$ cat config.mk
export PLATFORM = sky130hd
export DESIGN_NAME = scd_command_decoder
export DESIGN_NICKNAME = d
export VERILOG_FILES = /design/src/hw/scd_pkg.sv /design/src/hw/scd_pin_sampler.sv /design/src/hw/scd_burst_counter.sv /design/src/hw/scd_command_decoder.sv
export VERILOG_INCLUDE_DIRS = /design/src /design/src/hw
export SDC_FILE = /design/constraint.sdc
export NUM_CORES = 1
export LEC_CHECK = 0
export ABC_AREA = 1
export BUFFER_PORTS_ARGS = -buffer_cell sky130_fd_sc_hd__buf_2
export CAP_MARGIN = 15
export CORE_UTILIZATION = 46
export CTS_CLUSTER_DIAMETER = 200
export DETAILED_ROUTE_END_ITERATION = 16
export PLACE_DENSITY = 0.71
export SLEW_MARGIN = 10
export SYNTH_ARGS = -nofsm -noshare
export SYNTH_HDL_FRONTEND = slang
export SYNTH_SLANG_ARGS = --single-unit
$ cat constraint.sdc
create_clock -name clock -period 1.9 [get_ports clock]
set_clock_uncertainty 0.15 [all_clocks]
set_input_delay 0.285 -clock clock [delete_from_list [all_inputs] [get_ports clock]]
set_output_delay 0.285 -clock clock [all_outputs]
set_load 0.1 [all_outputs]
$ cat src/hw/scd_defines.svh
// Constants for the command decoder: pin widths, field positions and burst settings
`ifndef SCD_DEFINES_SVH
`define SCD_DEFINES_SVH
`define SCD_BG_W        2
`define SCD_BA_W        2
`define SCD_ADDR_W      18
`define SCD_CMD_MRS     3'h0
`define SCD_CMD_REF     3'h1
`define SCD_CMD_PRE     3'h2
`define SCD_CMD_RFU     3'h3
`define SCD_CMD_WR      3'h4
`define SCD_CMD_RD      3'h5
`define SCD_CMD_ZQ      3'h6
`define SCD_CMD_NOP     3'h7
`define SCD_AP_BIT      10
`define SCD_BC_BIT      12
`define SCD_A14_BIT     14
`define SCD_A17_BIT     17
`define SCD_MR_BURST    3'h0
`define SCD_OTF_CODE    2'h1
`define SCD_BC4_CODE    2'h2
`define SCD_VREF_STEPS  6'h32
`define SCD_BEATS_BL8   4'h8
`define SCD_BEATS_BC4   4'h4
`define SCD_LINK_SYNC   2
`endif

$ cat src/hw/scd_pkg.sv
// Types shared by the command decoder modules
package scd_pkg;
  typedef enum logic [3:0] {
    CMD_NONE, CMD_MRS, CMD_REF, CMD_PRE, CMD_PREA, CMD_ACT, CMD_WR, CMD_RD,
    CMD_NOP, CMD_ZQL, CMD_ZQS, CMD_RFU, CMD_SRE, CMD_PDE, CMD_EXIT
  } scd_cmd_e;
  typedef enum logic [1:0] {ST_ACTIVE, ST_SLEEP, ST_SELF_REFRESH} scd_power_e;
  typedef struct packed {
    logic        cke;
    logic        cs_low;
    logic        activate_low;
    logic [2:0]  strobes;
    logic [1:0]  bank_cluster_index;
    logic [1:0]  bank;
    logic [17:0] addr;
  } scd_pins_s;
  typedef struct packed {
    scd_cmd_e    cmd;
    logic [1:0]  bank_cluster_index;
    logic [1:0]  bank;
    logic [17:0] addr;
    logic        auto_close_flag;
    logic        burst_long;
  } scd_decoded_s;
endpackage

$ cat src/hw/scd_pin_sampler.sv
// Two-stage synchroniser for the command pins and rising-edge finder for the link clock
`timescale 1ns/1ps
`include "scd_defines.svh"
module scd_pin_sampler (
  input  wire logic              clock,
  input  wire logic              rst_b,
  input  wire logic              link_clk,
  input  wire scd_pkg::scd_pins_s pins_in,
  output logic                   link_rise,
  output scd_pkg::scd_pins_s     pins_out
);
  scd_pkg::scd_pins_s pins_meta_q, pins_meta_d, pins_sync_q, pins_sync_d;
  logic [2:0] clk_sh_q, clk_sh_d;

  // Next values: first stage read only by second stage
  always_comb
  begin
    pins_meta_d = pins_in;
    pins_sync_d = pins_meta_q;
    clk_sh_d    = {clk_sh_q[1:0], link_clk};
  end

  // Registers; reset clears pins to an idle deselect level
  always_ff @(posedge clock)
  begin
    if (!rst_b)
    begin
      pins_meta_q <= {2'h3, 26'h0000000};
      pins_sync_q <= {2'h3, 26'h0000000};
      clk_sh_q    <= 3'h7; // All ones: a link clock already high is not taken as a fresh edge
    end
    else
    begin
      pins_meta_q <= pins_meta_d;
      pins_sync_q <= pins_sync_d;
      clk_sh_q    <= clk_sh_d;
    end
  end

  // Edge seen on synchronised stages only; pins lag clock by same depth
  assign link_rise = clk_sh_q[1] & ~clk_sh_q[2];
  assign pins_out  = pins_sync_q;
endmodule // scd_pin_sampler

$ cat src/hw/scd_burst_counter.sv
// Counts the beats of a running read or write burst so it cannot be cut short
`timescale 1ns/1ps
`include "scd_defines.svh"
module scd_burst_counter (
  input  wire logic       clock,
  input  wire logic       rst_b,
  input  wire logic       beat,
  input  wire logic       start,
  input  wire logic [3:0] beats,
  output logic            busy
);
  logic [3:0] left_q, left_d;

  // A start while busy is ignored: the burst in flight always completes
  always_comb
  begin
    left_d = left_q;
    if (left_q != 4'h0 && beat)
      left_d = left_q - 4'h1;
    else if (left_q == 4'h0 && start)
      left_d = beats;
  end

  always_ff @(posedge clock)
  begin
    if (!rst_b)
      left_q <= 4'h0;
    else
      left_q <= left_d;
  end

  assign busy = (left_q != 4'h0);
endmodule // scd_burst_counter

$ cat src/hw/scd_command_decoder.sv
// Command decoder of a synchronous DRAM: sampling, decode, mode registers, power states
`timescale 1ns/1ps
`include "scd_defines.svh"
// Overview of operation
// - Commands decode from select, activate, three strobes and clock enable at link edge.
// - Activate high: pins are strobes; activate low: pins are row bits A16..A14.
// - Top bits of bank, group, row, column fields depend on density and width.
// - Reset input active low; controller holds it high during normal operation.
// - Bank group plus bank pick the single bank a bank command acts on.
// - Mode register set writes opcode to register chosen by group and bank.
// - A started read or write burst always runs to its end.
// - Fixed or on-the-fly burst length comes from a mode register setting.
// - Decode ignores termination input; termination is off in self-refresh.
// - Device may detect self-refresh exit synchronously; this one does so.
// - No refresh is performed while in power-down.
// - Reference calibration value offers fifty settings per range, about 0.65% each.
module scd_command_decoder (
  input  wire logic                  clock,
  input  wire logic                  rst_b,
  input  wire logic                  link_clk,
  input  wire logic                  cke,
  input  wire logic                  cs_low,
  input  wire logic                  activate_low,
  input  wire logic [2:0]            strobes,
  input  wire logic [1:0]            bank_cluster_index,
  input  wire logic [1:0]            bank,
  input  wire logic [17:0]           addr,
  input  wire logic                  on_die_termination,
  output scd_pkg::scd_decoded_s      cmd_out,
  output logic                       cmd_valid,
  output logic [3:0]                 bank_onehot,
  output logic [3:0]                 cluster_onehot,
  output logic                       mode_write,
  output logic [2:0]                 mode_sel,
  output logic [17:0]                mode_data,
  output logic                       on_the_fly,
  output logic                       burst_busy,
  output logic                       refresh_pulse,
  output logic                       odt_active,
  output logic                       in_sleep,
  output logic                       in_self_refresh,
  output logic                       vref_out_of_range
);
  scd_pkg::scd_pins_s    pins_raw, pins_s;
  scd_pkg::scd_pins_s    prev_q, prev_d;
  scd_pkg::scd_power_e   pwr_q, pwr_d;
  scd_pkg::scd_decoded_s dec, cmd_q, cmd_d;
  logic                  link_rise;
  logic                  valid_q, valid_d;
  logic [3:0]            bank_q, bank_d, clus_q, clus_d;
  logic                  mw_q, mw_d;
  logic [2:0]            msel_q, msel_d;
  logic [17:0]           mdata_q, mdata_d;
  logic [1:0]            burst_cfg_q, burst_cfg_d;
  logic                  otf_q, otf_d;
  logic                  ref_q, ref_d;
  logic                  odt_q, odt_d;
  logic                  odt_meta_q, odt_meta_d, odt_sync_q, odt_sync_d;
  logic                  sleep_q, sleep_d, sref_q, sref_d;
  logic                  vrange_q, vrange_d;
  logic                  burst_start, busy_w;
  logic [3:0]            burst_beats;

  assign pins_raw = '{cke: cke, cs_low: cs_low, activate_low: activate_low, strobes: strobes,
                      bank_cluster_index: bank_cluster_index, bank: bank, addr: addr};

  // Pins cross into the core clock before anything decodes them
  scd_pin_sampler u_sampler (
    .clock    (clock),
    .rst_b    (rst_b),
    .link_clk (link_clk),
    .pins_in  (pins_raw),
    .link_rise(link_rise),
    .pins_out (pins_s)
  );

  // Combinational decode of one sampled edge; termination input never looked at
  always_comb
  begin
    dec                    = '0;
    dec.cmd                = scd_pkg::CMD_NONE;
    dec.bank_cluster_index = pins_s.bank_cluster_index;
    dec.bank               = pins_s.bank;
    dec.addr               = pins_s.addr;
    dec.auto_close_flag    = pins_s.addr[`SCD_AP_BIT];
    dec.burst_long         = (burst_cfg_q == `SCD_OTF_CODE) ? pins_s.addr[`SCD_BC_BIT]
                                                            : (burst_cfg_q != `SCD_BC4_CODE);
    // Select and activate fields hold pin levels: low means asserted
    if (prev_q.cke && !pins_s.cke)
    begin
      // Clock enable falling: refresh encoding or deselect only
      if (!pins_s.cs_low && pins_s.activate_low && pins_s.strobes == `SCD_CMD_REF)
        dec.cmd = scd_pkg::CMD_SRE;
      else if (pins_s.cs_low)
        dec.cmd = scd_pkg::CMD_PDE;
    end
    else if (!prev_q.cke && pins_s.cke)
    begin
      if (pins_s.cs_low)
        dec.cmd = scd_pkg::CMD_EXIT;
    end
    else if (prev_q.cke && pins_s.cke && !pins_s.cs_low)
    begin
      if (!pins_s.activate_low)
      begin
        dec.cmd = scd_pkg::CMD_ACT;
        dec.addr[16:`SCD_A14_BIT] = pins_s.strobes;
      end
      else
      begin
        case (pins_s.strobes)
          `SCD_CMD_MRS: dec.cmd = scd_pkg::CMD_MRS;
          `SCD_CMD_REF: dec.cmd = scd_pkg::CMD_REF;
          `SCD_CMD_PRE: dec.cmd = pins_s.addr[`SCD_AP_BIT] ? scd_pkg::CMD_PREA : scd_pkg::CMD_PRE;
          `SCD_CMD_WR:  dec.cmd = scd_pkg::CMD_WR;
          `SCD_CMD_RD:  dec.cmd = scd_pkg::CMD_RD;
          `SCD_CMD_ZQ:  dec.cmd = pins_s.addr[`SCD_AP_BIT] ? scd_pkg::CMD_ZQL : scd_pkg::CMD_ZQS;
          `SCD_CMD_NOP: dec.cmd = scd_pkg::CMD_NOP;
          default:      dec.cmd = scd_pkg::CMD_RFU;
        endcase
      end
    end
  end

  // Burst tracker: start only for reads/writes, beats per burst from length choice
  assign burst_start = link_rise && pwr_q == scd_pkg::ST_ACTIVE &&
                       (dec.cmd == scd_pkg::CMD_WR || dec.cmd == scd_pkg::CMD_RD);
  assign burst_beats = dec.burst_long ? `SCD_BEATS_BL8 : `SCD_BEATS_BC4;

  scd_burst_counter u_burst (
    .clock (clock),
    .rst_b (rst_b),
    .beat  (link_rise),
    .start (burst_start),
    .beats (burst_beats),
    .busy  (busy_w)
  );

  // Next state: power mode, mode register capture, registered outputs
  always_comb
  begin
    prev_d      = prev_q;
    pwr_d       = pwr_q;
    cmd_d       = cmd_q;
    valid_d     = 1'b0;
    bank_d      = bank_q;
    clus_d      = clus_q;
    mw_d        = 1'b0;
    msel_d      = msel_q;
    mdata_d     = mdata_q;
    burst_cfg_d = burst_cfg_q;
    ref_d       = 1'b0;
    vrange_d    = vrange_q;
    if (link_rise)
    begin
      prev_d = pins_s;
      case (pwr_q)
        scd_pkg::ST_ACTIVE:
        begin
          if (dec.cmd == scd_pkg::CMD_SRE)
            pwr_d = scd_pkg::ST_SELF_REFRESH;
          else if (dec.cmd == scd_pkg::CMD_PDE)
            pwr_d = scd_pkg::ST_SLEEP;
          if (dec.cmd != scd_pkg::CMD_NONE)
          begin
            cmd_d   = dec;
            valid_d = 1'b1;
          end
          // One-hot bank and cluster select for bank-directed commands
          if (dec.cmd == scd_pkg::CMD_ACT || dec.cmd == scd_pkg::CMD_PRE ||
              dec.cmd == scd_pkg::CMD_WR || dec.cmd == scd_pkg::CMD_RD)
          begin
            bank_d = 4'h1 << dec.bank;
            clus_d = 4'h1 << dec.bank_cluster_index;
          end
          if (dec.cmd == scd_pkg::CMD_MRS)
          begin
            mw_d    = 1'b1;
            msel_d  = {dec.bank_cluster_index[0], dec.bank};
            mdata_d = dec.addr;
            if (msel_d == `SCD_MR_BURST)
              burst_cfg_d = dec.addr[1:0];
            // Calibration value above the fifty legal steps is flagged; other registers leave it
            if (msel_d == 3'h6)
              vrange_d = (dec.addr[5:0] >= `SCD_VREF_STEPS);
          end
          if (dec.cmd == scd_pkg::CMD_REF)
            ref_d = 1'b1;
        end
        // Sleep and self-refresh wait only for a deselect with clock enable rising
        scd_pkg::ST_SLEEP, scd_pkg::ST_SELF_REFRESH:
        begin
          if (dec.cmd == scd_pkg::CMD_EXIT)
          begin
            pwr_d   = scd_pkg::ST_ACTIVE;
            cmd_d   = dec;
            valid_d = 1'b1;
          end
        end
        default: pwr_d = scd_pkg::ST_ACTIVE;
      endcase
    end
    // Sleep never refreshes; self-refresh keeps termination off
    if (pwr_q == scd_pkg::ST_SLEEP)
      ref_d = 1'b0;
  end

  // Termination pin is asynchronous as well, so it crosses two flops before use
  assign odt_meta_d = on_die_termination;
  assign odt_sync_d = odt_meta_q;
  assign odt_d      = odt_sync_q && pwr_q != scd_pkg::ST_SELF_REFRESH;
  assign otf_d      = (burst_cfg_q == `SCD_OTF_CODE);
  // State flags registered from the next state so they switch together with it
  assign sleep_d    = (pwr_d == scd_pkg::ST_SLEEP);
  assign sref_d     = (pwr_d == scd_pkg::ST_SELF_REFRESH);

  // Registers only; termination pin synchronised via odt path is level-only
  always_ff @(posedge clock)
  begin
    if (!rst_b)
    begin
      // Deselect with clock enable high, so the first edge is not taken as an exit
      prev_q      <= {2'h3, 26'h0000000};
      pwr_q       <= scd_pkg::ST_ACTIVE;
      cmd_q       <= '0;
      valid_q     <= 1'b0;
      bank_q      <= 4'h0;
      clus_q      <= 4'h0;
      mw_q        <= 1'b0;
      msel_q      <= 3'h0;
      mdata_q     <= 18'h00000;
      burst_cfg_q <= 2'h0;
      otf_q       <= 1'b0;
      ref_q       <= 1'b0;
      odt_q       <= 1'b0;
      odt_meta_q  <= 1'b0;
      odt_sync_q  <= 1'b0;
      sleep_q     <= 1'b0;
      sref_q      <= 1'b0;
      vrange_q    <= 1'b0;
    end
    else
    begin
      prev_q      <= prev_d;
      pwr_q       <= pwr_d;
      cmd_q       <= cmd_d;
      valid_q     <= valid_d;
      bank_q      <= bank_d;
      clus_q      <= clus_d;
      mw_q        <= mw_d;
      msel_q      <= msel_d;
      mdata_q     <= mdata_d;
      burst_cfg_q <= burst_cfg_d;
      otf_q       <= otf_d;
      ref_q       <= ref_d;
      odt_q       <= odt_d;
      odt_meta_q  <= odt_meta_d;
      odt_sync_q  <= odt_sync_d;
      sleep_q     <= sleep_d;
      sref_q      <= sref_d;
      vrange_q    <= vrange_d;
    end
  end

  // Busy flag registered so every output leaves a flip-flop
  logic busy_q, busy_d;
  always_comb
  begin
    busy_d = busy_w;
  end
  always_ff @(posedge clock)
  begin
    if (!rst_b)
      busy_q <= 1'b0;
    else
      busy_q <= busy_d;
  end

  assign cmd_out           = cmd_q;
  assign cmd_valid         = valid_q;
  assign bank_onehot       = bank_q;
  assign cluster_onehot    = clus_q;
  assign mode_write        = mw_q;
  assign mode_sel          = msel_q;
  assign mode_data         = mdata_q;
  assign on_the_fly        = otf_q;
  assign burst_busy        = busy_q;
  assign refresh_pulse     = ref_q;
  assign odt_active        = odt_q;
  assign in_sleep          = sleep_q;
  assign in_self_refresh   = sref_q;
  assign vref_out_of_range = vrange_q;
endmodule // scd_command_decoder

# Yosys cells after proc, flatten, opt, wreduce, memory -nomap -nowiden
# Cells that the tools add are included.
dict set report totals {
  ff_bits 136
  in_bits 32
}
dict set report op_classes {
  addsub 1
  order_cmp 1
  eq_ne 25
  shift 2
  n_mux 31
  bitwise_logic 5
  reduce_logical 35
}
# cell count
set op_table {}
lappend op_table {{two-way mux 28 bit} 2}
lappend op_table {{one-hot mux 28 bit (2 select lines)} 1}
lappend op_table {{two-way mux 4 bit} 10}
lappend op_table {{one-hot mux 4 bit (7 select lines)} 1}
lappend op_table {{== test 3 bit, second input constant} 5}
lappend op_table {{two-way mux 3 bit} 5}
lappend op_table {{== test 4 x 3 -> 1 bit, second input constant} 3}
lappend op_table {{== test 4 bit, second input constant} 3}
lappend op_table {{AND reduction 4 bit} 3}
lappend op_table {{logical AND 1 bit} 11}
lappend op_table {{two-way mux 2 bit} 5}
lappend op_table {{AND reduction 3 bit} 3}
lappend op_table {{== test 4 x 2 -> 1 bit, second input constant} 2}
lappend op_table {{nonzero test 4 bit} 2}
lappend op_table {{<< shifter 1 x 2 -> 4 bit, first input constant} 2}
lappend op_table {{== test 2 x 1 -> 1 bit, second input constant} 3}
lappend op_table {{>= comparator 6 bit, second input constant} 1}
lappend op_table {{logical NOT 3 bit} 2}
lappend op_table {{!= test 2 bit, second input constant} 3}
lappend op_table {{two-way mux 1 bit} 5}
lappend op_table {{== test 2 bit, second input constant} 2}
lappend op_table {{== test 4 x 1 -> 1 bit, second input constant} 1}
lappend op_table {{logical NOT 4 bit} 1}
lappend op_table {{logical OR 1 bit} 4}
lappend op_table {{14 further kinds} 20}

# Logic depth before layout (Yosys ltp)
# Gate-level depths: netlist (run 1).
dict set report depth {
  ltp_word 12
  ltp_mapped 13
}

# Modules after synthesis
# A second synthesis (run 1) with hierarchy kept.
dict set report unflattened {
  cells_unflattened 637
  area_unflattened_um2 4954.8
}
# module instances cells_per_inst area_each_um2
set by_module_without_submodules {}
lappend by_module_without_submodules {scd_command_decoder 1 408 2992.9}
lappend by_module_without_submodules {scd_pin_sampler 1 185 1681.6}
lappend by_module_without_submodules {scd_burst_counter 1 44 280.3}

# Least setup slack after synthesis (run 1)
# Ideal clock, no wire load.
dict set report synth_path {
  path_kind {register to register}
  startpoint {register pwr_q[0]}
  endpoint {register cmd_q (netlist bit cmd_out[0])}
  arrival_time_ps 1634
  required_time_ps 1680
  path_slack_ps 46
  path_stages_with_launch 8
  path_cell_list {dfxtp_1 > inv_1 > ha_1 > nand2_1 > buf_2 > buf_1 > nand4_1 > a21oi_2}
}
dict set report synth_between {
  elab_chain_cells 4
}
# item line
set synth_rtl {}
lappend synth_rtl {{start, declared} scd_command_decoder.sv:46} ;# scd_pkg::scd_power_e pwr_q, pwr_d;
lappend synth_rtl {{start signal, assigned} scd_command_decoder.sv:224} ;# pwr_q <= scd_pkg::ST_ACTIVE;
lappend synth_rtl {{start signal, assigned} scd_command_decoder.sv:245} ;# pwr_q <= pwr_d;
lappend synth_rtl {{== test 2 x 1 -> 1 bit / == test 2 bit (equally long branches)} scd_command_decoder.sv:157} ;# case (pwr_q)
lappend synth_rtl {{OR reduction 2 bit} scd_command_decoder.sv:157}
lappend synth_rtl {{!= test 2 bit (no line) / nonzero test 2 bit (equally long branches)} --}
lappend synth_rtl {{AND reduction 4 bit (no line)} --}
lappend synth_rtl {{end signal, assigned} scd_command_decoder.sv:246} ;# cmd_q <= cmd_d;
lappend synth_rtl {{end, declared} scd_command_decoder.sv:47} ;# scd_pkg::scd_decoded_s dec, cmd_q, cmd_d;
# Parallel ways exist; a longest one is shown, timed or not.
# A chain may end at the register's enable or synchronous reset.

# Final worst setup path (run 1)
dict set report layout_path {
  startpoint {register prev_q[27] in the netlist's numbering}
  endpoint {register cmd_q (netlist bit cmd_out[2])}
}
dict set report layout_between {
  elab_chain_cells 8
}
# item line
set layout_rtl {}
lappend layout_rtl {{start, declared} scd_command_decoder.sv:45} ;# scd_pkg::scd_pins_s prev_q, prev_d;
lappend layout_rtl {{start signal, assigned} scd_command_decoder.sv:223} ;# prev_q <= {2'h3, 26'h0000000};
lappend layout_rtl {{start signal, assigned} scd_command_decoder.sv:244} ;# prev_q <= prev_d;
lappend layout_rtl {{logical AND 1 bit (2 in a row)} scd_command_decoder.sv:102} ;# else if (prev_q.cke && pins_s.cke && !pins_s.cs_low)
lappend layout_rtl {{two-way mux 4 bit} scd_command_decoder.sv:102}
lappend layout_rtl {{two-way mux 4 bit} scd_command_decoder.sv:97} ;# else if (!prev_q.cke && pins_s.cke)
lappend layout_rtl {{two-way mux 4 bit (*)} scd_command_decoder.sv:89} ;# if (prev_q.cke && !pins_s.cke)
lappend layout_rtl {{== test 4 bit / nonzero test 4 bit (equally long branches)} {scd_command_decoder.sv:193, scd_command_decoder.sv:164}}
lappend layout_rtl {{!= test 2 bit (no line) / != test 2 x 1 -> 1 bit (equally long branches)} --}
lappend layout_rtl {{AND reduction 4 bit (no line) (*)} --}
# Every way passes the cells marked *; elsewhere a longest branch is shown, timed or not.

==> results of run 1 <==
==> sequential cells by signal (all words and copies together) (netlist names), 2 cells and up <==
register / count
mode_data: 18
u_burst.left_q: 4
cmd_out: 27
bank_onehot: 4
burst_cfg_q: 2
u_sampler.clk_sh_q: 3
u_sampler.pins_out: 28
cluster_onehot: 4
u_sampler.pins_meta_q: 28
mode_sel: 3
pwr_q: 2
==> final cells by class <==
class,instances,area [µm²]
clock buffers,18,418
clock inverters,14,175
fillers,901,3830
inverters,92,348
multi-input cells,368,2010
flip-flops and latches,135,2720
well taps,140,175
repair buffers,161,1160
==> timing repair <==
item,in CTS,in global routing
gates cloned,0,4
endpoints found under the setup margin,20,63
gates resized for setup,3,47
endpoints found under the hold margin,32,0
pin swaps,0,9
hold buffers,31,0
setup buffers,0,2
==> cells in the mapped netlist, drive strengths merged, types with 3 or more instances <==
master    n  share of area (%)
inv      91                6.7
buf      14                2.0
nand3    41                4.8
o21ai    13                1.3
ha        5                1.2
nor3      4               0.39
clkbuf   18                1.3
nand2   160                 13
nand4    30                3.7
or2       7               0.85
dfxtp   135                 53
nand3b    3               0.44
nor2     35                3.1
a21oi    63                7.6
==> metal layers <==
layer  vias up  part of all wire, %
li1       2283                    -
met5         -                    0
met2       171                   46
met3        27                  6.1
met1      2050                   45
met4         0                  2.6
==> per-stage QoR <==
stage,setup TNS (ps),util [%]
floorplan,0,-
global placement,0,54.6
detailed placement,-191,54.6
CTS,-33.2,63.0
global route,-730,64.7
finish,0,64.7
==> power by group <==
group	switching [W]	internal [W]	leakage (nW)
Combinational	0.000282	0.000194	2.03
Sequential	0.0000447	0.00290	1.10
Clock	0.00123	0.00201	0.282
Total	0.00156	0.00510	3.41
==> kinds of logic after synthesis <==
| logic type | after synthesis | synth area share [%] |
|---|---|---|
| buffers and inverters | 124 | 10.1 |
| AO/OA/AOI/OAI | 81 | 9.59 |
| AND/OR/NAND/NOR | 280 | 26.2 |
| adder cells (fa/ha/maj) | 5 | 1.22 |
| XOR/XNOR | 1 | 0.171 |
| flip-flops | 135 | 52.7 |
==> worst max-delay path, stage by stage, from the launching register on <==
cell	delay, ps
dfxtp_2	330
inv_2	90
nor2_4	50
nand2_2	80
nand2_2	50
inv_2	50
nand3_2	100
nor2_4	170
buf_6	130
nand3_4	100
nand3_4	150
clkbuf_16	170
nand2_1	60
a21oi_2	120
==> final timing paths <==
check                            startpoint  cells after the start                      to
hold reg to reg   u_sampler.pins_meta_q[23]                      2  u_sampler.pins_out[23]
setup / recovery                 prev_q[27]                     13              cmd_out[2]
setup reg to reg                 prev_q[27]                     13              cmd_out[2]
hold / removal    u_sampler.pins_meta_q[23]                      2  u_sampler.pins_out[23]
==> results.md, run 1 <==
- Ports: 98
- Worst setup EP type: flop
- Clock latency on the worst-skew pair: 520 ps
- Synth Register Bits: 135
- Worst slack, placed: -40.5 ps
- DR vias: 4531
- Critical Path AT: 2180 ps
- Placed insts: 859
- Prevailing post-synth register cell: dfxtp_1
- # DRC: 0
- Post-route ant nets: 0
- Die height: 108 µm
- Number of H-tree levels: 4
- Final Hold Fails: 0
- Total GRT Usage: 21.4%
- Core area: 10800 µm²
- Worst hold path type: flop to flop
- Final instance area: 7010 µm²
- Via/cell ratio: 4.88
- Gr ovfl total: 0
- Setup violators final: 0
- Synth Net Count: 663
- Vias in the first global route: 4009
- Post-detail-place hpwl: 8270 µm
- Power consumption: 0.00665 W
- WL/cell: 13.3 µm
- Most frequent cells in the layout: nand2_1, dfxtp_1, buf_2, inv_1, a21oi_1
- Antenna Cells: 0
- Input/output buffers: 97
- Library cells used by synthesis: 33
- Crit path time final: 1870 ps
- Initial core utilization: 47.3%
- Req. time, crit path: 2200 ps
- Met2 Usage GRT: 33.1%
- CTS tree: yes
- Initial DRC Count: 355
- DRT Pass-1 Iters: 5
- Non-Filler Instances: 928
- Synth warnings: 0
- Total Nets Final: 812
- Share of layout cells above drive strength 1: 33.1%
- Area post-placement: 5920 µm²
- Worst slew pin tran: 616 ps
- Post-synth EDFFs: 0
- Fmax: 534 MHz
- Clock sinks: 135
- Area growth syn-to-layout: 36.7%
- GRT Max-Usage Layer: met2
- Mapped Cells: 626
- Final wirelength: 12400 µm
- Final slew viol count: 0
- Std cell rows: 38
- Status: finished, final reports clean
- Max-Cap Viols: 0
- Largest net degree at the start of global routing: 72
- Crit Path Class: flop to flop
- Post-Syn Area per Cell: 8.19 µm²
- Leakage: 3.41 nW
- M3 GR Usage: 5.15%
- CTS buffer count: 17
- Die Width: 108 µm
- PD cells: 949 nW/µm²
- Max VDD drop: 0.414 mV
- Max FO, Critical Path: 4
- Sequential cell area fraction in the yosys report: 52.7%
- Critical Path Source Type: flop
- Fin worst setup slack: 25.6 ps
- First-pass GRT wire length: 19000 µm
- FFs w/ async S/R, synth: 0%
- Final Cycle Share: 98.7%
- Synth Cell Area: 5130 µm²
- CTS Buffer Depth: 2
- Routability cong.: 0.906
- Commonest non-fill, non-tap cell in the layout: nand2_1
- Met1 GRT Util: 28.2%
- R2R setup slack: 30 ps
- Initial antenna violation count: 0
- Fin Hold WS: 257 ps
- Max-slew headroom: 58.9%
- Clock-pin transition on the worst setup and hold timing paths: 60 ps
- Root Driver: clkbuf_8
- Unrepaired setup endpoints after global routing: true
- Die Area: 11600 µm²
(Power assumes the default switching activity.)
==> run 2: changes to the inputs <==
--- a/config.mk
+++ b/config.mk
@@ -10,10 +10,10 @@
 export BUFFER_PORTS_ARGS = -buffer_cell sky130_fd_sc_hd__buf_2
 export CAP_MARGIN = 15
 export CORE_UTILIZATION = 46
-export CTS_CLUSTER_DIAMETER = 200
 export DETAILED_ROUTE_END_ITERATION = 16
 export PLACE_DENSITY = 0.71
 export SLEW_MARGIN = 10
 export SYNTH_ARGS = -nofsm -noshare
 export SYNTH_HDL_FRONTEND = slang
+export SYNTH_HIERARCHICAL = 1
 export SYNTH_SLANG_ARGS = --single-unit
==> run 2 against run 1 <==
  * The run now ends with negative setup slack left
  * Maximum frequency decreased by 5.2%
  * Routed wire length increased by 2.3%
  * Register-to-register slack got worse by 100 ps
  * Hold slack got worse by 6.8 ps
  * Non-clock buffer count increased by 25
  * Final area increased by 2.2%
  * Core utilization increased by 4.4 points
  * Clock-buffer cell count increased by 4
  * Clock power decreased by 8.6%
  * Final cell count increased by 4.4%
  * Largest cell class unchanged
==> results.md, run 2 <==
- Critical Path AT: 2240 ps
- Largest family of logic cells by synthesized area: simple AND/OR/NAND/NOR gates
- Clock sinks: 135
- Clock-pin transition on the worst setup and hold timing paths: 60 ps
- Input/output buffers: 97
- Critical Path Source Type: flop
- Die Area: 11200 µm²
- CTS tree: yes
- Adder-cell share of the synthesized area: 1.26%
- Dominant cell type by area after synthesis: dfxtp_1
- Mapped Cells: 637
- Fin worst setup slack: -77.5 ps
- PD cells: 905 nW/µm²
- Initial core utilization: 47.8%
- Via/cell ratio: 4.65
- DR vias: 4508
- Mux share of post-synthesis cell area: 0%
- Share of layout cells above drive strength 1: 32.9%
- Non-Filler Instances: 969
- Routability cong.: 0.883
- Worst setup EP type: flop
- Area post-placement: 5790 µm²
- Number of H-tree levels: 4
- Max-Cap Viols: 0
- Max FO, Critical Path: 4
- Post-Syn Area per Cell: 7.78 µm²
- Synth warnings: 6
- Crit path time final: 1980 ps
- Clock latency on the worst-skew pair: 520 ps
- DRT Pass-1 Iters: 5
- Synth Register Bits: 135
- WL/cell: 13.1 µm
- Simple-Gate Fraction of Synth Area: 24.7%
- Synth Cell Area: 4950 µm²
- Unrepaired setup endpoints after global routing: true
- Root Driver: clkbuf_8
- Die height: 106 µm
- Core area: 10400 µm²
- Final wirelength: 12700 µm
- Initial DRC Count: 215
- FFs w/ async S/R, synth: 0%
- Post-synth EDFFs: 0
- Synth top cells by count: dfxtp_1, nand2_1, nor2_1, inv_1, o21ai_0
- Fmax: 506 MHz
- Worst hold path type: flop to flop
- Ports: 98
- # DRC: 0
- Antenna Cells: 0
- Initial antenna violation count: 0
- Crit Path Class: flop to flop
- Final instance area: 7170 µm²
- Share of the synthesized area in the top cell type: 54.5%
- Total Nets Final: 857
- Worst slew pin tran: 516 ps
- Setup violators final: 52
- CTS buffer count: 17
- Largest net degree at the start of global routing: 86
- Compound-cell area share of the yosys netlist: 8.16%
- Library cells used by synthesis: 33
- Total GRT Usage: 23.1%
- Xor and xnor fraction of the mapped netlist area: 0.177%
- Max-slew headroom: 65.8%
- Max VDD drop: 0.532 mV
- Leakage: 3.78 nW
- Placed insts: 884
- Vias in the first global route: 4356
- CTS Buffer Depth: 2
- Req. time, crit path: 2160 ps
- Final slew viol count: 0
- Most frequent cell after synthesis: dfxtp_1
- Largest cells by area after synthesis: dfxtp_1, nand2_1, nor2_1, inv_1, o21ai_0
- Post-route ant nets: 0
- Std cell rows: 37
- Area growth syn-to-layout: 44.6%
- Status: finished with violations
- Failing checks: negative setup slack
- Final Cycle Share: 104%
- Most frequent cells in the layout: dfxtp_1, nand2_1, buf_2, inv_1, nor2_1
- Commonest non-fill, non-tap cell in the layout: dfxtp_1
- First-pass GRT wire length: 20100 µm
- Sequential cell area fraction in the yosys report: 54.5%
- Final Hold Fails: 0
- Gr ovfl total: 0
- Post-detail-place hpwl: 8120 µm
- Prevailing post-synth register cell: dfxtp_1
- Die Width: 106 µm
[run 2: cell count changes in the layout (fill, tap and decap cells not counted), sizes merged, moves of 2 or more]
| cell | change |
|---|---|
| o21ai | +39 |
| a21oi | -42 |
| or2 | -7 |
| clkbuf | +3 |
| nor2 | +78 |
| nand3 | -18 |
| nand2 | -21 |
| bufinv | -2 |
| nand4 | -27 |
| clkinvlp | -2 |
| conb | +2 |
| buf | +26 |
| inv | +14 |
[run 2: repair_timing]
item	CTS	global route
resized for setup	57	62
endpoints found under the hold margin	33	0
buffers inserted	16	5
pin swaps	20	20
cloned	2	0
endpoints found under the setup margin	65	68
hold buffers	31	0
[run 2: layout make-up]
cell class | count | area, µm²
Fill cell | 828 | 3200
Multi-Input combinational cell | 373 | 1970
Inverter | 107 | 414
Tap cell | 136 | 170
Clock buffer | 22 | 443
Sequential cell | 135 | 2720
Clock inverter | 10 | 96.3
Timing Repair Buffer | 186 | 1350
[run 2: worst max-delay path, cell delays in order (launching register included)]
cell	delay [ps]
dfxtp_4	360
inv_2	80
nand2_1	80
nand3_2	100
nand2_2	70
nor2_4	100
inv_2	60
nor2_4	110
nand2_4	70
nor2_4	170
buf_12	130
buf_8	110
nand3_4	90
nor2_1	120
nor2_1	60
[run 2: power breakdown]
| part | internal, W | switching, W | total, W |
|---|---|---|---|
| clock | 0.00177 | 0.00118 | 0.00296 |
| combinational | 0.000208 | 0.000367 | 0.000574 |
| sequential | 0.00291 | 0.0000440 | 0.00296 |
| total | 0.00489 | 0.00159 | 0.00649 |
[run 2: metrics by stage]
stage	hold slack [ps]	setup slack, ps	setup TNS [ps]	total power, W	utilization, %
final	250	-77.5	-1540	0.00649	69.1
after global placement	237	-105	-1900	0.00346	55.8
after detailed placement	238	-137	-3430	0.00346	55.8
after global routing	265	-203	-8740	0.00673	69.1
after CTS	252	-44.3	-479	0.00650	67.2
after floorplan	220	91.2	0	0.00333	-
[run 2: final timing paths]
path / from / endpoint / slack (ps) / cells past startpoint
worst max-delay path: u_sampler/pins_out[24] / burst_cfg_q[1] / -80 / 14
worst min-delay path: u_sampler/pins_meta_q[26] / u_sampler/pins_out[26] / 250 / 2
worst max register to register: u_sampler/pins_out[24] / burst_cfg_q[1] / -80 / 14
worst min register to register: u_sampler/pins_meta_q[26] / u_sampler/pins_out[26] / 250 / 2
[run 2: logic make-up after synthesis]
kind of cell    Yosys count
simple gates            288
flops                   135
buf+inv                 130
compound gates           77
fa+ha+maj                 5
xor+xnor                  1
other cells               1
[run 2: per-layer routing]
| metal | up-vias | share of wire, % | global-route usage (%) |
|---|---|---|---|
| met5 | - | 0 | 0 |
| met4 | 0 | 2.3 | 12.1 |
| met3 | 29 | 4.5 | 5.19 |
| met2 | 141 | 49 | 38.3 |
| met1 | 2033 | 44 | 27.9 |
| li1 | 2305 | - | - |
==> run 3: changes to the inputs <==
--- a/config.mk
+++ b/config.mk
@@ -10,6 +10,7 @@
 export BUFFER_PORTS_ARGS = -buffer_cell sky130_fd_sc_hd__buf_2
 export CAP_MARGIN = 15
 export CORE_UTILIZATION = 46
+export CTS_BUF_LIST = sky130_fd_sc_hd__clkbuf_4 sky130_fd_sc_hd__clkbuf_8
 export DETAILED_ROUTE_END_ITERATION = 16
 export PLACE_DENSITY = 0.71
 export SLEW_MARGIN = 10
==> run 3 against run 2 <==
  * The run still ends with negative setup slack left
  * Clock-buffer cell count is the same
  * Maximum frequency grew 1.1%
  * Total power shrank 11%
  * Sequential power is essentially flat
  * First-iteration DRC count shrank 22%
  * Hold slack lost 140 ps
  * Combinational power grew 3.7%
  * Sequential cell count is the same
  * Clock power shrank 25%
==> results.md, run 3 (same netlist as run 2, synthesis figures left out) <==
- Worst hold path type: input pin to flop
- Share of layout cells above drive strength 1: 34.3%
- Req. time, crit path: 2120 ps
- Post-detail-place hpwl: 8120 µm
- CTS buffer count: 17
- Routability cong.: 0.883
- Crit Path Class: flop to flop
- Clock-pin transition on the worst setup and hold timing paths: 80 ps
- Final slew viol count: 0
- First-pass GRT wire length: 19800 µm
- Highest-delay cell along the critical path: dfxtp_2
- Clock sinks: 135
- Critical path buffers and inverters: 5
- Final instance area: 7190 µm²
- Die height: 106 µm
- Reg2Reg Depth: 14
- Max VDD drop: 0.489 mV
- Initial antenna violation count: 0
- WHS Path Cells: 3
- Delay-heaviest family, CP: simple AND/OR/NAND/NOR gates
- Filler Cells Inserted: 834
- Commonest non-fill, non-tap cell in the layout: dfxtp_1
- Max FO, Critical Path: 6
- Final wirelength: 13000 µm
- Initial DRC Count: 167
- Crit path time final: 1960 ps
- Gr ovfl total: 0
- Worst slew pin tran: 516 ps
- Largest net degree at the start of global routing: 86
- PD cells: 801 nW/µm²
- Failing checks: negative setup slack
- Worst r2r src: u_sampler/pins_out[27]
- Antenna Cells: 0
- Hold path start: rst_b
- Input/output buffers: 97
- DR vias: 4537
- Via/cell ratio: 4.67
- Most frequent cells in the layout: dfxtp_1, nand2_1, inv_1, buf_2, nor2_1
- Final Hold Fails: 0
- Worst slack, placed: -137 ps
- Die Width: 106 µm
- Worst setup EP type: flop
- # DRC: 0
- Number of H-tree levels: 4
- Critical Path AT: 2180 ps
- Area post-placement: 5790 µm²
- Final setup TNS: -702 ps
- Fin worst setup slack: -56.2 ps
- Critical Path Source Type: flop
- Worst-path cell chain: buf_6 -> nor2_4 -> nand2_2 -> nand2_2 -> nor2_4 -> inv_2 -> nor2_4 -> nand2_4 -> nor2_4 -> buf_6 -> buf_12 -> buf_16 -> o21ai_2 -> nor2_1
- Total GRT Usage: 22.7%
- Core area: 10400 µm²
- Max-Cap Viols: 0
- Final Cycle Share: 103%
- Slowest stage delay, CP: 340 ps
- Cell mode on critical path: nor2_4
- Clock latency on the worst-skew pair: 440 ps
- Max-slew headroom: 65.8%
- Root Driver: clkbuf_8
- Ports: 98
- DRT Pass-1 Iters: 4
- Vias in the first global route: 4268
- R2R setup slack: -60 ps
- Fmax: 511 MHz
- Leakage: 3.76 nW
- CTS Buffer Depth: 2
- CTS tree: yes
- Total Nets Final: 860
- Unrepaired setup endpoints after global routing: true
- Crit path from: u_sampler/pins_out[27]
- Worst r2r dst: mode_data[13]
- Post-route ant nets: 0
- Initial core utilization: 47.8%
- Status: finished with violations
- Die Area: 11200 µm²
- Hold endpoint: on_the_fly
- Area growth syn-to-layout: 45.2%
- WL/cell: 13.3 µm
- Setup violators final: 37
- Std cell rows: 37
[run 3: cell types whose count changed in the layout (fill, tap and decap cells not counted), sizes merged]
cell         previous run  this run
dlygate4sd3            31        30
buf                   155       156
clkbuf                 22        25
[run 3: cell type report]
class	count	area, µm²	share of cell area [%]
clock inverter	10	96.3	1.34
inverter	107	419	5.83
timing repair buffer	189	1470	20.5
tap	136	170	2.37
clock buffer	22	278	3.86
multi-input combinational	373	2040	28.3
sequential	135	2720	37.8
[run 3: tightest hold or removal path, cell delays in order]
cell      delay, ps
buf_4           130
clkinv_1        160
nor3_1           70
[run 3: what timing repair did]
action | in CTS | in global routing
pin swaps | 20 | 29
gates resized for setup | 66 | 77
endpoints found under the setup margin | 65 | 68
hold endpoints to repair | 30 | 0
buffers inserted | 17 | 4
hold buffers | 30 | 0
cloned | 2 | 3
[run 3: power breakdown]
group	total [W]	internal (W)	switching, W	leakage [nW]
combinational	0.000595	0.000221	0.000374	2.46
clock	0.00221	0.00113	0.00108	0.195
sequential	0.00296	0.00291	0.0000473	1.10
[run 3: worst max-delay path by stage]
stage                             end  slack [ps]  depth (start not counted)
finish                  mode_data[13]         -60                         14
global route            mode_data[13]        -220                         14
CTS                    burst_cfg_q[1]         -20                         16
detailed placement  cluster_onehot[2]        -140                         11
global placement    cluster_onehot[2]        -100                         11
floorplan                 cmd_out[12]          90                          1
[run 3: metrics by stage]
stage                     power, W  cells  hold slack, ps  utilization (%)
final                      0.00576    972             107             69.4
after global routing       0.00598    972            91.5             69.4
after global placement     0.00346    884             237             55.8
after CTS                  0.00575    965            70.3             65.9
after detailed placement   0.00346    884             238             55.8
after floorplan            0.00333    638             220                -
[run 3: routing by layer]
| metal | share of wire [%] | GRT usage, % |
|---|---|---|
| met1 | 45 | 28.7 |
| met2 | 48 | 37.7 |
| met3 | 5.0 | 5.13 |
| met4 | 1.7 | 9.03 |
| met5 | 0 | 0 |
